$ cat config.mk
export PLATFORM = sky130hd
export DESIGN_NAME = srcr_config_regs
export DESIGN_NICKNAME = d
export VERILOG_FILES = /design/src/verilog/srcr_pkg.sv /design/src/verilog/srcr_sync_path.sv /design/src/verilog/srcr_config_regs.sv
export SDC_FILE = /design/constraint.sdc
export NUM_CORES = 1
export LEC_CHECK = 0
export BUFFER_PORTS_ARGS = -buffer_cell sky130_fd_sc_hd__buf_2
export CAP_MARGIN = 10
export CORE_MARGIN = 2
export CORE_UTILIZATION = 45
export CTS_CLUSTER_DIAMETER = 100
export DETAILED_ROUTE_END_ITERATION = 16
export PLACE_DENSITY = 0.7
export SLEW_MARGIN = 20
export SYNTH_ARGS = -nofsm -noshare
export SYNTH_HDL_FRONTEND = slang
export SYNTH_SLANG_ARGS = --single-unit
$ cat constraint.sdc
create_clock -name clock -period 5.9 [get_ports clock]
set_clock_uncertainty 0.15 [all_clocks]
set_input_delay 0 -clock clock [delete_from_list [all_inputs] [get_ports clock]]
set_output_delay 0 -clock clock [all_outputs]
set_load 0.01 [all_outputs]
$ cat src/verilog/srcr_pkg.sv
//
// Purpose: Shared constants for the timing-reference configuration register bank.
// Assumes: Byte-wide registers on a 15-bit serial address space.
// Notes:   Multi-byte registers place the least significant byte at the lowest address.
//
package srcr_pkg;

  ////////////////////////////////////////////////////////////////////////////////////////////////
  // Register addresses.
  localparam int          ADDR_W          = 15;
  localparam logic [14:0] ADR_MAKER_LO    = 15'h000C;
  localparam logic [14:0] ADR_MAKER_HI    = 15'h000D;
  localparam logic [14:0] ADR_USER_CFG    = 15'h0010;
  localparam logic [14:0] ADR_SYNC_CTRL   = 15'h0029;
  localparam logic [14:0] ADR_CLK_IN_CTRL = 15'h002A;
  localparam logic [14:0] ADR_POS_LO      = 15'h002C;
  localparam logic [14:0] ADR_POS_MID     = 15'h002D;
  localparam logic [14:0] ADR_POS_HI      = 15'h002E;
  localparam logic [14:0] ADR_STEP        = 15'h0001;

  ////////////////////////////////////////////////////////////////////////////////////////////////
  // Reset values.
  localparam logic [7:0]  RST_USER_CFG    = 8'h00;
  localparam logic [7:0]  RST_SYNC_CTRL   = 8'h80;
  localparam logic [7:0]  RST_CLK_IN_CTRL = 8'h00;
  localparam logic [7:0]  RD_UNMAPPED     = 8'h00;

  ////////////////////////////////////////////////////////////////////////////////////////////////
  // Field positions.
  localparam int          ADDR_HOLD_BIT   = 0;
  localparam int          PROC_ON_BIT     = 6;
  localparam int          RECV_ON_BIT     = 5;
  localparam int          FINE_BIT        = 4;
  localparam int          SEL_MSB         = 3;
  localparam int          SEL_LSB         = 0;
  localparam int          INVERT_BIT      = 0;
  localparam int          SYNC_PECL_BIT   = 1;
  localparam int          DEV_PECL_BIT    = 2;
  localparam int          RW_BIT          = 14;

  ////////////////////////////////////////////////////////////////////////////////////////////////
  // Frame and timing-path counts.
  localparam logic [4:0]  HDR_LAST_BIT    = 5'h0F;
  localparam logic [4:0]  BYTE_LAST_BIT   = 5'h07;
  localparam int          POS_W           = 24;
  localparam int          HIST_W          = 48;

  typedef enum logic [0:0] {
    SPI_HDR  = 1'b0,
    SPI_DATA = 1'b1
  } srcr_spi_t;

endpackage : srcr_pkg

$ cat src/verilog/srcr_sync_path.sv
//
// Purpose: Timing-reference receive path with polarity, delay tap and capture position.
// Assumes: The reference input is asynchronous to clock.
// Notes:   Coarse mode uses every second history stage as one delay step.
//
`timescale 1ns/1ps
module srcr_sync_path (
  input  wire logic        clock,
  input  wire logic        rst,
  input  wire logic        sysref_in,
  input  wire logic        rx_on,
  input  wire logic        proc_on,
  input  wire logic        fine,
  input  wire logic [3:0]  sel,
  input  wire logic        invert,
  output logic             sync_event,
  output logic [23:0]      capture_pos
);

  logic                        sr_m_ff;
  logic                        sr_s_ff;
  logic [srcr_pkg::HIST_W-1:0] hist_ff;
  logic                        tap_d_ff;
  logic                        event_ff;
  logic [srcr_pkg::POS_W-1:0]  pos_ff;
  wire                         rx_lvl;
  wire  [5:0]                  tap_idx;
  wire                         tap;
  wire                         edge_now;
  wire  [srcr_pkg::POS_W-1:0]  pos_win;

  ////////////////////////////////////////////////////////////////////////////////////////////////
  always_ff @(posedge clock) begin
    sr_m_ff <= sysref_in;
    sr_s_ff <= sr_m_ff;
  end

  assign rx_lvl   = rx_on & (sr_s_ff ^ invert);
  assign tap_idx  = fine ? {2'h0, sel} : {1'h0, sel, 1'h0};
  assign tap      = hist_ff[tap_idx];
  assign edge_now = rx_lvl & ~hist_ff[0];

  genvar i;
  generate
    for (i = 0; i < srcr_pkg::POS_W; i++) begin : g_pos
      assign pos_win[i] = fine ? hist_ff[i] : hist_ff[2*i];
    end
  endgenerate

  always_ff @(posedge clock) begin
    if (rst) begin
      hist_ff  <= '0;
      tap_d_ff <= 1'b0;
      event_ff <= 1'b0;
      pos_ff   <= '0;
    end else begin
      hist_ff  <= {hist_ff[srcr_pkg::HIST_W-2:0], rx_lvl};
      tap_d_ff <= tap;
      event_ff <= proc_on & tap & ~tap_d_ff;
      if (edge_now) begin
        pos_ff <= pos_win;
      end
    end
  end

  assign sync_event  = event_ff;
  assign capture_pos = pos_ff;
endmodule : srcr_sync_path

$ cat src/verilog/srcr_config_regs.sv
//
// Purpose: Serial-port configuration registers for the timing-reference path.
// Assumes: Four-wire serial port, mode 0, frame of read flag, 15-bit address, data bytes.
// Notes:   Port pins are sampled by clock; the serial clock must be at most clock / 6.
`timescale 1ns/1ps
module srcr_config_regs #(
  // Value is arbitrary.
  parameter logic [15:0] MAKER_CODE = 16'h5A3C
) (
  input  wire logic        clock,
  input  wire logic        rst,
  input  wire logic        spi_sclk,
  input  wire logic        spi_cs_n,
  input  wire logic        spi_sdi,
  output logic             spi_sdo,
  input  wire logic        sysref_in,
  input  wire logic        addr_ascend,
  output logic             sync_receiver_on,
  output logic             sync_event_processor_on,
  output logic             window_fine_steps,
  output logic [3:0]       sync_delay_select,
  output logic             sync_polarity_invert,
  output logic             device_clock_pecl_mode,
  output logic             sync_input_pecl_mode,
  output logic             sync_event
);

  logic                sclk_m_ff;
  logic                sclk_s_ff;
  logic                sclk_d_ff;
  logic                cs_m_ff;
  logic                cs_s_ff;
  logic                sdi_m_ff;
  logic                sdi_s_ff;
  srcr_pkg::srcr_spi_t state_ff;
  logic [4:0]          cnt_ff;
  logic [14:0]         shift_ff;
  logic                rd_ff;
  logic [14:0]         addr_ff;
  logic [7:0]          tx_ff;
  logic                sdo_ff;
  logic [7:0]          user_cfg_ff;
  logic [7:0]          sync_ctrl_ff;
  logic [7:0]          clk_in_ff;
  wire  [23:0]         capture_pos;
  wire                 active;
  wire                 rise;
  wire                 fall;
  wire                 hdr_done;
  wire                 byte_done;
  wire                 wr_commit;
  wire  [7:0]          rx_byte;
  wire  [14:0]         hdr_addr;
  wire  [14:0]         step_addr;
  wire  [14:0]         load_addr;
  wire                 addr_hold;

  ////////////////////////////////////////////////////////////////////////////////////////////////
  // Read data for one byte address.
  function automatic logic [7:0] rd_byte(input logic [14:0] a);
    logic [7:0] d;
    d = srcr_pkg::RD_UNMAPPED;
    case (a)
      srcr_pkg::ADR_MAKER_LO:    d = MAKER_CODE[7:0];
      srcr_pkg::ADR_MAKER_HI:    d = MAKER_CODE[15:8];
      srcr_pkg::ADR_USER_CFG:    d = user_cfg_ff;
      srcr_pkg::ADR_SYNC_CTRL:   d = sync_ctrl_ff;
      srcr_pkg::ADR_CLK_IN_CTRL: d = clk_in_ff;
      srcr_pkg::ADR_POS_LO:      d = capture_pos[7:0];
      srcr_pkg::ADR_POS_MID:     d = capture_pos[15:8];
      srcr_pkg::ADR_POS_HI:      d = capture_pos[23:16];
      default:                   d = srcr_pkg::RD_UNMAPPED;
    endcase
    return d;
  endfunction : rd_byte

  ////////////////////////////////////////////////////////////////////////////////////////////////
  // Pin synchronisers; the third serial clock stage is for edge detection.
  always_ff @(posedge clock) begin
    sclk_m_ff <= spi_sclk;
    sclk_s_ff <= sclk_m_ff;
    sclk_d_ff <= sclk_s_ff;
    cs_m_ff   <= spi_cs_n;
    cs_s_ff   <= cs_m_ff;
    sdi_m_ff  <= spi_sdi;
    sdi_s_ff  <= sdi_m_ff;
  end

  assign active    = ~cs_s_ff;
  assign rise      = active & sclk_s_ff & ~sclk_d_ff;
  assign fall      = active & ~sclk_s_ff & sclk_d_ff;
  assign hdr_done  = rise && (state_ff == srcr_pkg::SPI_HDR) && (cnt_ff == srcr_pkg::HDR_LAST_BIT);
  assign byte_done = rise && (state_ff == srcr_pkg::SPI_DATA)
                     && (cnt_ff == srcr_pkg::BYTE_LAST_BIT);
  assign wr_commit = byte_done & ~rd_ff;
  assign rx_byte   = {shift_ff[6:0], sdi_s_ff};
  assign hdr_addr  = {shift_ff[13:0], sdi_s_ff};
  assign addr_hold = user_cfg_ff[srcr_pkg::ADDR_HOLD_BIT];
  assign step_addr = addr_hold   ? addr_ff :
                     addr_ascend ? addr_ff + srcr_pkg::ADR_STEP : addr_ff - srcr_pkg::ADR_STEP;
  assign load_addr = hdr_done ? hdr_addr : step_addr;

  ////////////////////////////////////////////////////////////////////////////////////////////////
  // Frame sequencing.
  always_ff @(posedge clock) begin
    if (rst || !active) begin
      state_ff <= srcr_pkg::SPI_HDR;
      cnt_ff   <= 5'h00;
    end else if (hdr_done || byte_done) begin
      state_ff <= srcr_pkg::SPI_DATA;
      cnt_ff   <= 5'h00;
    end else if (rise) begin
      cnt_ff   <= cnt_ff + 5'h01;
    end
  end

  always_ff @(posedge clock) begin
    if (rst) begin
      shift_ff <= '0;
      rd_ff    <= 1'b0;
      addr_ff  <= '0;
    end else begin
      if (rise) begin
        shift_ff <= hdr_addr;
      end
      if (hdr_done) begin
        rd_ff <= shift_ff[srcr_pkg::RW_BIT];
      end
      if (hdr_done || byte_done) begin
        addr_ff <= load_addr;
      end
    end
  end

  // Read data shifts out most significant bit first on falling serial clock edges.
  always_ff @(posedge clock) begin
    if (rst || !active) begin
      tx_ff  <= 8'h00;
      sdo_ff <= 1'b0;
    end else if (hdr_done || byte_done) begin
      tx_ff  <= rd_byte(load_addr);
    end else if (fall) begin
      sdo_ff <= tx_ff[7];
      tx_ff  <= {tx_ff[6:0], 1'b0};
    end
  end

  ////////////////////////////////////////////////////////////////////////////////////////////////
  // Writable registers; reserved bits are stored as written.
  always_ff @(posedge clock) begin
    if (rst) begin
      user_cfg_ff  <= srcr_pkg::RST_USER_CFG;
      sync_ctrl_ff <= srcr_pkg::RST_SYNC_CTRL;
      clk_in_ff    <= srcr_pkg::RST_CLK_IN_CTRL;
    end else if (wr_commit) begin
      // No write path to capture position.
      case (addr_ff)
        srcr_pkg::ADR_USER_CFG:    user_cfg_ff  <= rx_byte;
        srcr_pkg::ADR_SYNC_CTRL:   sync_ctrl_ff <= rx_byte;
        srcr_pkg::ADR_CLK_IN_CTRL: clk_in_ff    <= rx_byte;
        default:                   user_cfg_ff  <= user_cfg_ff;
      endcase
    end
  end

  assign spi_sdo                 = sdo_ff;
  assign sync_receiver_on        = sync_ctrl_ff[srcr_pkg::RECV_ON_BIT];
  assign sync_event_processor_on = sync_ctrl_ff[srcr_pkg::PROC_ON_BIT];
  assign window_fine_steps       = sync_ctrl_ff[srcr_pkg::FINE_BIT];
  assign sync_delay_select       = sync_ctrl_ff[srcr_pkg::SEL_MSB:srcr_pkg::SEL_LSB];
  assign sync_polarity_invert    = clk_in_ff[srcr_pkg::INVERT_BIT];
  assign device_clock_pecl_mode  = clk_in_ff[srcr_pkg::DEV_PECL_BIT];
  assign sync_input_pecl_mode    = clk_in_ff[srcr_pkg::SYNC_PECL_BIT];

  ////////////////////////////////////////////////////////////////////////////////////////////////
  srcr_sync_path u_path (
    .clock       (clock),
    .rst         (rst),
    .sysref_in   (sysref_in),
    .rx_on       (sync_receiver_on),
    .proc_on     (sync_event_processor_on),
    .fine        (window_fine_steps),
    .sel         (sync_delay_select),
    .invert      (sync_polarity_invert),
    .sync_event  (sync_event),
    .capture_pos (capture_pos)
  );
endmodule : srcr_config_regs

## Word level (Yosys, flattened, before mapping)

Cells that the tools add are included.

| cells by class | value |
|---|---|
| add/subtract/negate cells | 3 |
| magnitude comparators | 1 |
| equality and inequality tests | 13 |
| muxes and demuxes | 32 |
| bitwise logic cells | 18 |
| reductions and logical operators | 12 |

Operator list:

| kind | number |
|---|---|
| $eq 15x6->1 const B | 7 |
| $pmux 8 s8 | 1 |
| $mux 15 | 3 |
| $eq 15x4->1 const B | 2 |
| $eq 15x5->1 const B | 2 |
| $mux 1 | 24 |
| $mux 8 | 2 |
| $add 15x1->15 const B | 1 |
| $sub 15x1->15 const B | 1 |
| $and 1x1->1 | 9 |
| $not 1->1 | 8 |
| $reduce_and 2->1 | 4 |
| $lt 6x7->1 const B | 1 |
| $bmux 1 s6 | 1 |
| $add 5x1->5 const B | 1 |
| $eq 5x3->1 const B | 1 |
| $eq 5x4->1 const B | 1 |
| $mux 5 | 1 |
| $logic_and 1x1->1 | 4 |
| $logic_or 1x1->1 | 2 |
| $reduce_bool 2->1 | 1 |
| $reduce_or 2->1 | 1 |
| $xor 1x1->1 | 1 |

| storage, ports and cells | value |
|---|---|
| flip-flop bits (word level) | 153 |
| input bits | 7 |
| output and inout bits | 12 |
| logic and storage cells | 102 |

## Depth between registers and ports, before layout

| depth | value |
|---|---|
| depth after elaboration | 9 |
| depth in mapped cells | 14 |
| mapped depth without buffers | 12 |

## By module

Synthesis repeated with hierarchy kept, for this count alone.

| second synthesis, totals | value |
|---|---|
| cell total of the unflattened synthesis | 836 |
| area, all modules | 7400.8 um2 |

By module, submodules not included:

| module | times used | cells each | area each (um2) | sequential area each (um2) |
|---|---|---|---|---|
| srcr_config_regs | 1 | 554 | 4535.6 | 1541.5 |
| srcr_sync_path | 1 | 282 | 2865.2 | 1501.4 |

## Worst setup path after synthesis

Ideal clock, no wire load.

| timing path | value |
|---|---|
| kind | flip-flop to flip-flop |
| start point | register cnt_ff[0] |
| end point | register tx_ff[0] |
| setup time | 0.124 ns |
| arrival time | 2.812 ns |
| slack | 2.814 ns |
| cell stages (with the launch flop) | 13 |
| path buffers | 2 |
| clock period less this slack | 3.086 ns |
| cell sequence | dfxtp_1 ha_1 and3_1 ha_1 nor2b_1 buf_2 nand2_1 mux2i_1 clkbuf_1 mux2_2 a22o_1 a221oi_1 a21oi_1 |

| between the ends | value |
|---|---|
| cells in the longest elaborated chain, start to end | 6 |
| elaborated cells between the ends (all ways) | 17 |
| those cells by class | eq/ne: 10; mux: 3; reduce/logical: 4 |

Ends and longest elaborated chain:

| element | line | source |
|---|---|---|
| start: declaration | srcr_config_regs.sv:36 | `logic [4:0] cnt_ff;` |
| start signal: assignment | srcr_config_regs.sv:113 | `cnt_ff <= cnt_ff + 5'h01;` |
| $eq 5x4->1 | srcr_config_regs.sv:92 | `assign hdr_done = rise && (state_ff == srcr_pkg::SPI_HDR) && (cnt_ff == srcr_pkg::HDR_LAST_BIT);` |
| $logic_and 1x1->1 | srcr_config_regs.sv:92 |  |
| $mux 15 | srcr_config_regs.sv:101 | `assign load_addr = hdr_done ? hdr_addr : step_addr;` |
| $eq 15x6->1, or another cell as far along | srcr_config_regs.sv:63 | `case (a)` |
| $pmux 8 s8 | srcr_config_regs.sv:63 |  |
| $mux 8 | srcr_config_regs.sv:140 | `end else if (hdr_done \|\| byte_done) begin` |
| end signal: assignment | srcr_config_regs.sv:141 | `tx_ff <= rd_byte(load_addr);` |
| end signal: assignment | srcr_config_regs.sv:144 | `tx_ff <= {tx_ff[6:0], 1'b0};` |
| end: declaration | srcr_config_regs.sv:40 | `logic [7:0] tx_ff;` |

Parallel ways exist; a longest one is shown, timed or not.
A chain may end at the register's enable or synchronous reset.

## Final worst setup path

Ends and elaborated chain as after synthesis.

==> impl_results.md <==
* Clk_lat worst skew at 0.43 ns
* Psw at 0.501 mW
* Slew HR at a little over a quarter
* Placed cell areas at ~0.0076 sq mm
* Async SR Flop Fraction at 0%
* Post-route cell area at 0.00821 sq mm
* DRT Pass-1 Iters at 5
* Diodes inserted at 0
* CTS clk-pin slew, worst paths at 0.06 ns
* Post-Route WL at 17,800 microns
* H-tree levels at 4
* Top_reg_cell synth: dfxtp_1
* Worst VDD drop at ~0.21 mV
* Largest net degree at the start of global routing at about 110
* Die ar. at 0.0174 sq mm
* Reg2reg start: cnt_ff[0]
* Critical Path Start Type: register
* Critical Path RT at 6.05 ns
* Clk pwr share at 49.1%
* Post-cts sizing count at 0
* Vias in the first global route at 5,695
* Seq cells post-synth at 152
* Share of layout cells above drive strength 1 at between 10% and 20%
* Cell taking the most area after synthesis: dfxtp_1
* Post-DP HPWL at 12,700 microns
* Most common cell after layout, fill and taps aside: dfxtp_1
* Area growth from synthesis to layout at 11.4%
* Final number of setup-violating endpoints at 0
* DR vias at between 5,000 and 6,000
* Pint at between 1.5 and 2 mW
* Total track usage at between 20 and 25%
* Critical Path Source: cnt_ff[0]
* Vias per cell at roughly 5.7
* Cts hold-fix bufs at 5
* Arrival time worst endpoint at about 4.5 ns
* CTS tree: done
* Nets at 851
* Sink Count at about 150
* Worst slew pin tran at 1.06 ns
* Final hold violations at 0
* Sequential Power Share at 47.2%
* Syn Area/Cell at a little under 9 sq um
* Post-synth EDFFs at 0
* Largest fanout on the critical path at 19
* Port-buffer cells at 18
* Num CTS Buffers at 17
* Chip width at 132 microns
* Iter 0 DRT Violations at approximately 320
* Max Buffers Root-to-Sink at 2
* Outcome: completed
* Sw frac at 22.8%
* Fin crit period at about 4.4 ns
* Antenna Nets Post-Route at 0
* Post-CTS Setup Bufs at 0
* Commonest non-fill, non-tap cells in the layout: 152 x dfxtp_1, 99 x nor2_1, 95 x nand2_1, 60 x a21oi_1, 56 x mux2i_1
* LEAKAGE at 2.93 nW
* Root buffer cell: clkbuf_16
* Syn Inst Count at 829
* Syn Nets at 852
* Fmax at 230 MHz
* Gpl congestion at approximately 0.89
* CP Capture Type: register
* HP Class: input port to register
* Routed len/inst at 16.9 microns
* Crit Path Category: register to register
* Max-cap violations at 0
* Chip height at between 100 and 150 microns
* Seq/Total Area, Yosys at 41.3%
* RSZ-0062 raised after global routing: no
* Synth top area share at around 41%
* Synth top area cells: dfxtp_1 41%, mux2i_1 7.6%, nor2_1 5.1%
* Final Max Slew Viols at 0
* Initial antenna violation count at 0
* Hold path startpoint: spi_sdi
* Final worst-path cycle share at 73.7%
* Io pins at 19
* # DRC at 0
* Power Dens Cells at 267 mW/mm^2
* Synth unique cells at 75
* Yosys warning total at 0
* Number of filler cells placed in the layout at 1,518
* Mapped Area at ~0.0074 sq mm
* Fin Setup TNS at 0 ns
* Overall Power at ~2.2 mW
* Gr ovfl total at 0
* Comb power frac at ~3.7%
* Core ar. at 0.0159 sq mm
* FP Rows at 46
* Initial Utilization at between 40% and 50%
* Global-route wire length before repair at 29,100 microns
path summary, 6_finish.rpt:
path,to,slack (ns),cells after the start
worst max register to register,tx_ff[0],1.55,12
worst max-delay path,tx_ff[0],1.55,12
worst min-delay path,sdi_m_ff,0.05,2
worst min register to register,u_path.sr_s_ff,0.17,0
through the flow:
step | util, % | setup slack (ns) | std cells | hold WS, ns
floorplan | - | 2.81 | 829 | -0.122
global placement | 47.6 | 1.79 | 1020 | -0.0472
detailed placement | 47.6 | 1.66 | 1020 | -0.0464
CTS | 51.5 | 1.63 | 1055 | 0.0438
global route | 51.5 | 1.27 | 1055 | 0.0482
finish | 51.5 | 1.55 | 1055 | 0.0546
flip-flops by register name, indices dropped and copies added (netlist names), 5 cells and up:
register	count
sync_ctrl_ff	8
clk_in_ff	8
tx_ff	8
u_path.capture_pos	24
u_path.hist_ff	47
user_cfg_ff	8
addr_ff	15
shift_ff	15
cnt_ff	5
power groups by stage:
stage / Combinational, mW / Sequential (mW) / Clock, mW
final: 0.0819 / 1.03 / 1.08
after global routing: 0.0897 / 1.03 / 1.13
after CTS: 0.0812 / 1.03 / 1.09
after detailed placement: 0.0785 / 1.06 / 0
after global placement: 0.0782 / 1.06 / 0
after floorplan: 0.0620 / 1.05 / 0
worst max-delay path, stage by stage (launching register included):
cell	delay (ns)
dfxtp_1	0.36
ha_1	0.19
and3_1	0.17
ha_1	0.18
nor2b_1	0.56
nand2_1	0.57
mux2i_1	0.97
or2_2	0.29
o31ai_1	0.07
a21boi_0	0.33
nor4_4	0.11
o21ai_0	0.18
a21oi_1	0.07
cells by family (layout without fill, tap and decap cells):
kind of cell / Yosys count / in the layout / synth area share, %
DFF: 152 / 152 / 41.3
xor gates and xnor gates: 11 / 11 / 1.31
buffers and inverters: 60 / 70 / 3.43
AOI/OAI and AO/OA: 185 / 185 / 16.9
and+or+nand+nor: 330 / 330 / 22.5
adders and majority gates: 16 / 16 / 2.82
muxes: 75 / 75 / 11.7
Yosys cell counts, types with 6 or more instances:
cell / number
a211oi_1: 37
a21oi_1: 60
buf_1: 8
clkbuf_1: 34
dfxtp_1: 152
ha_1: 15
inv_1: 8
mux2_2: 11
mux2i_1: 56
mux4_2: 8
nand2_1: 95
nand3_1: 24
nand4_1: 7
nor2_1: 100
nor2b_1: 50
nor3_1: 9
nor3b_1: 6
o21ai_0: 21
o21ai_1: 9
xnor2_1: 6
area by class of cell:
cell class / count / area (sq um) / share of cell area, %
flip-flops and latches: 152 / 3040 / 37.1
well taps: 216 / 270 / 3.29
clock inverters: 12 / 140 / 1.71
inverters: 9 / 33.8 / 0.411
clock buffers: 18 / 439 / 5.35
repair buffers: 31 / 203 / 2.47
multi-input cells: 617 / 4080 / 49.7
layer usage:
layer  global-route usage (%)  vias up  wire length (microns)
met1                     27.8     2831                   8490
met4                     8.03        0                    404
li1                         -     2956                      -
met2                     32.6      149                   8090
met5                        0        -                      0
met3                     4.84       32                    816
(Power assumes the default switching activity.)
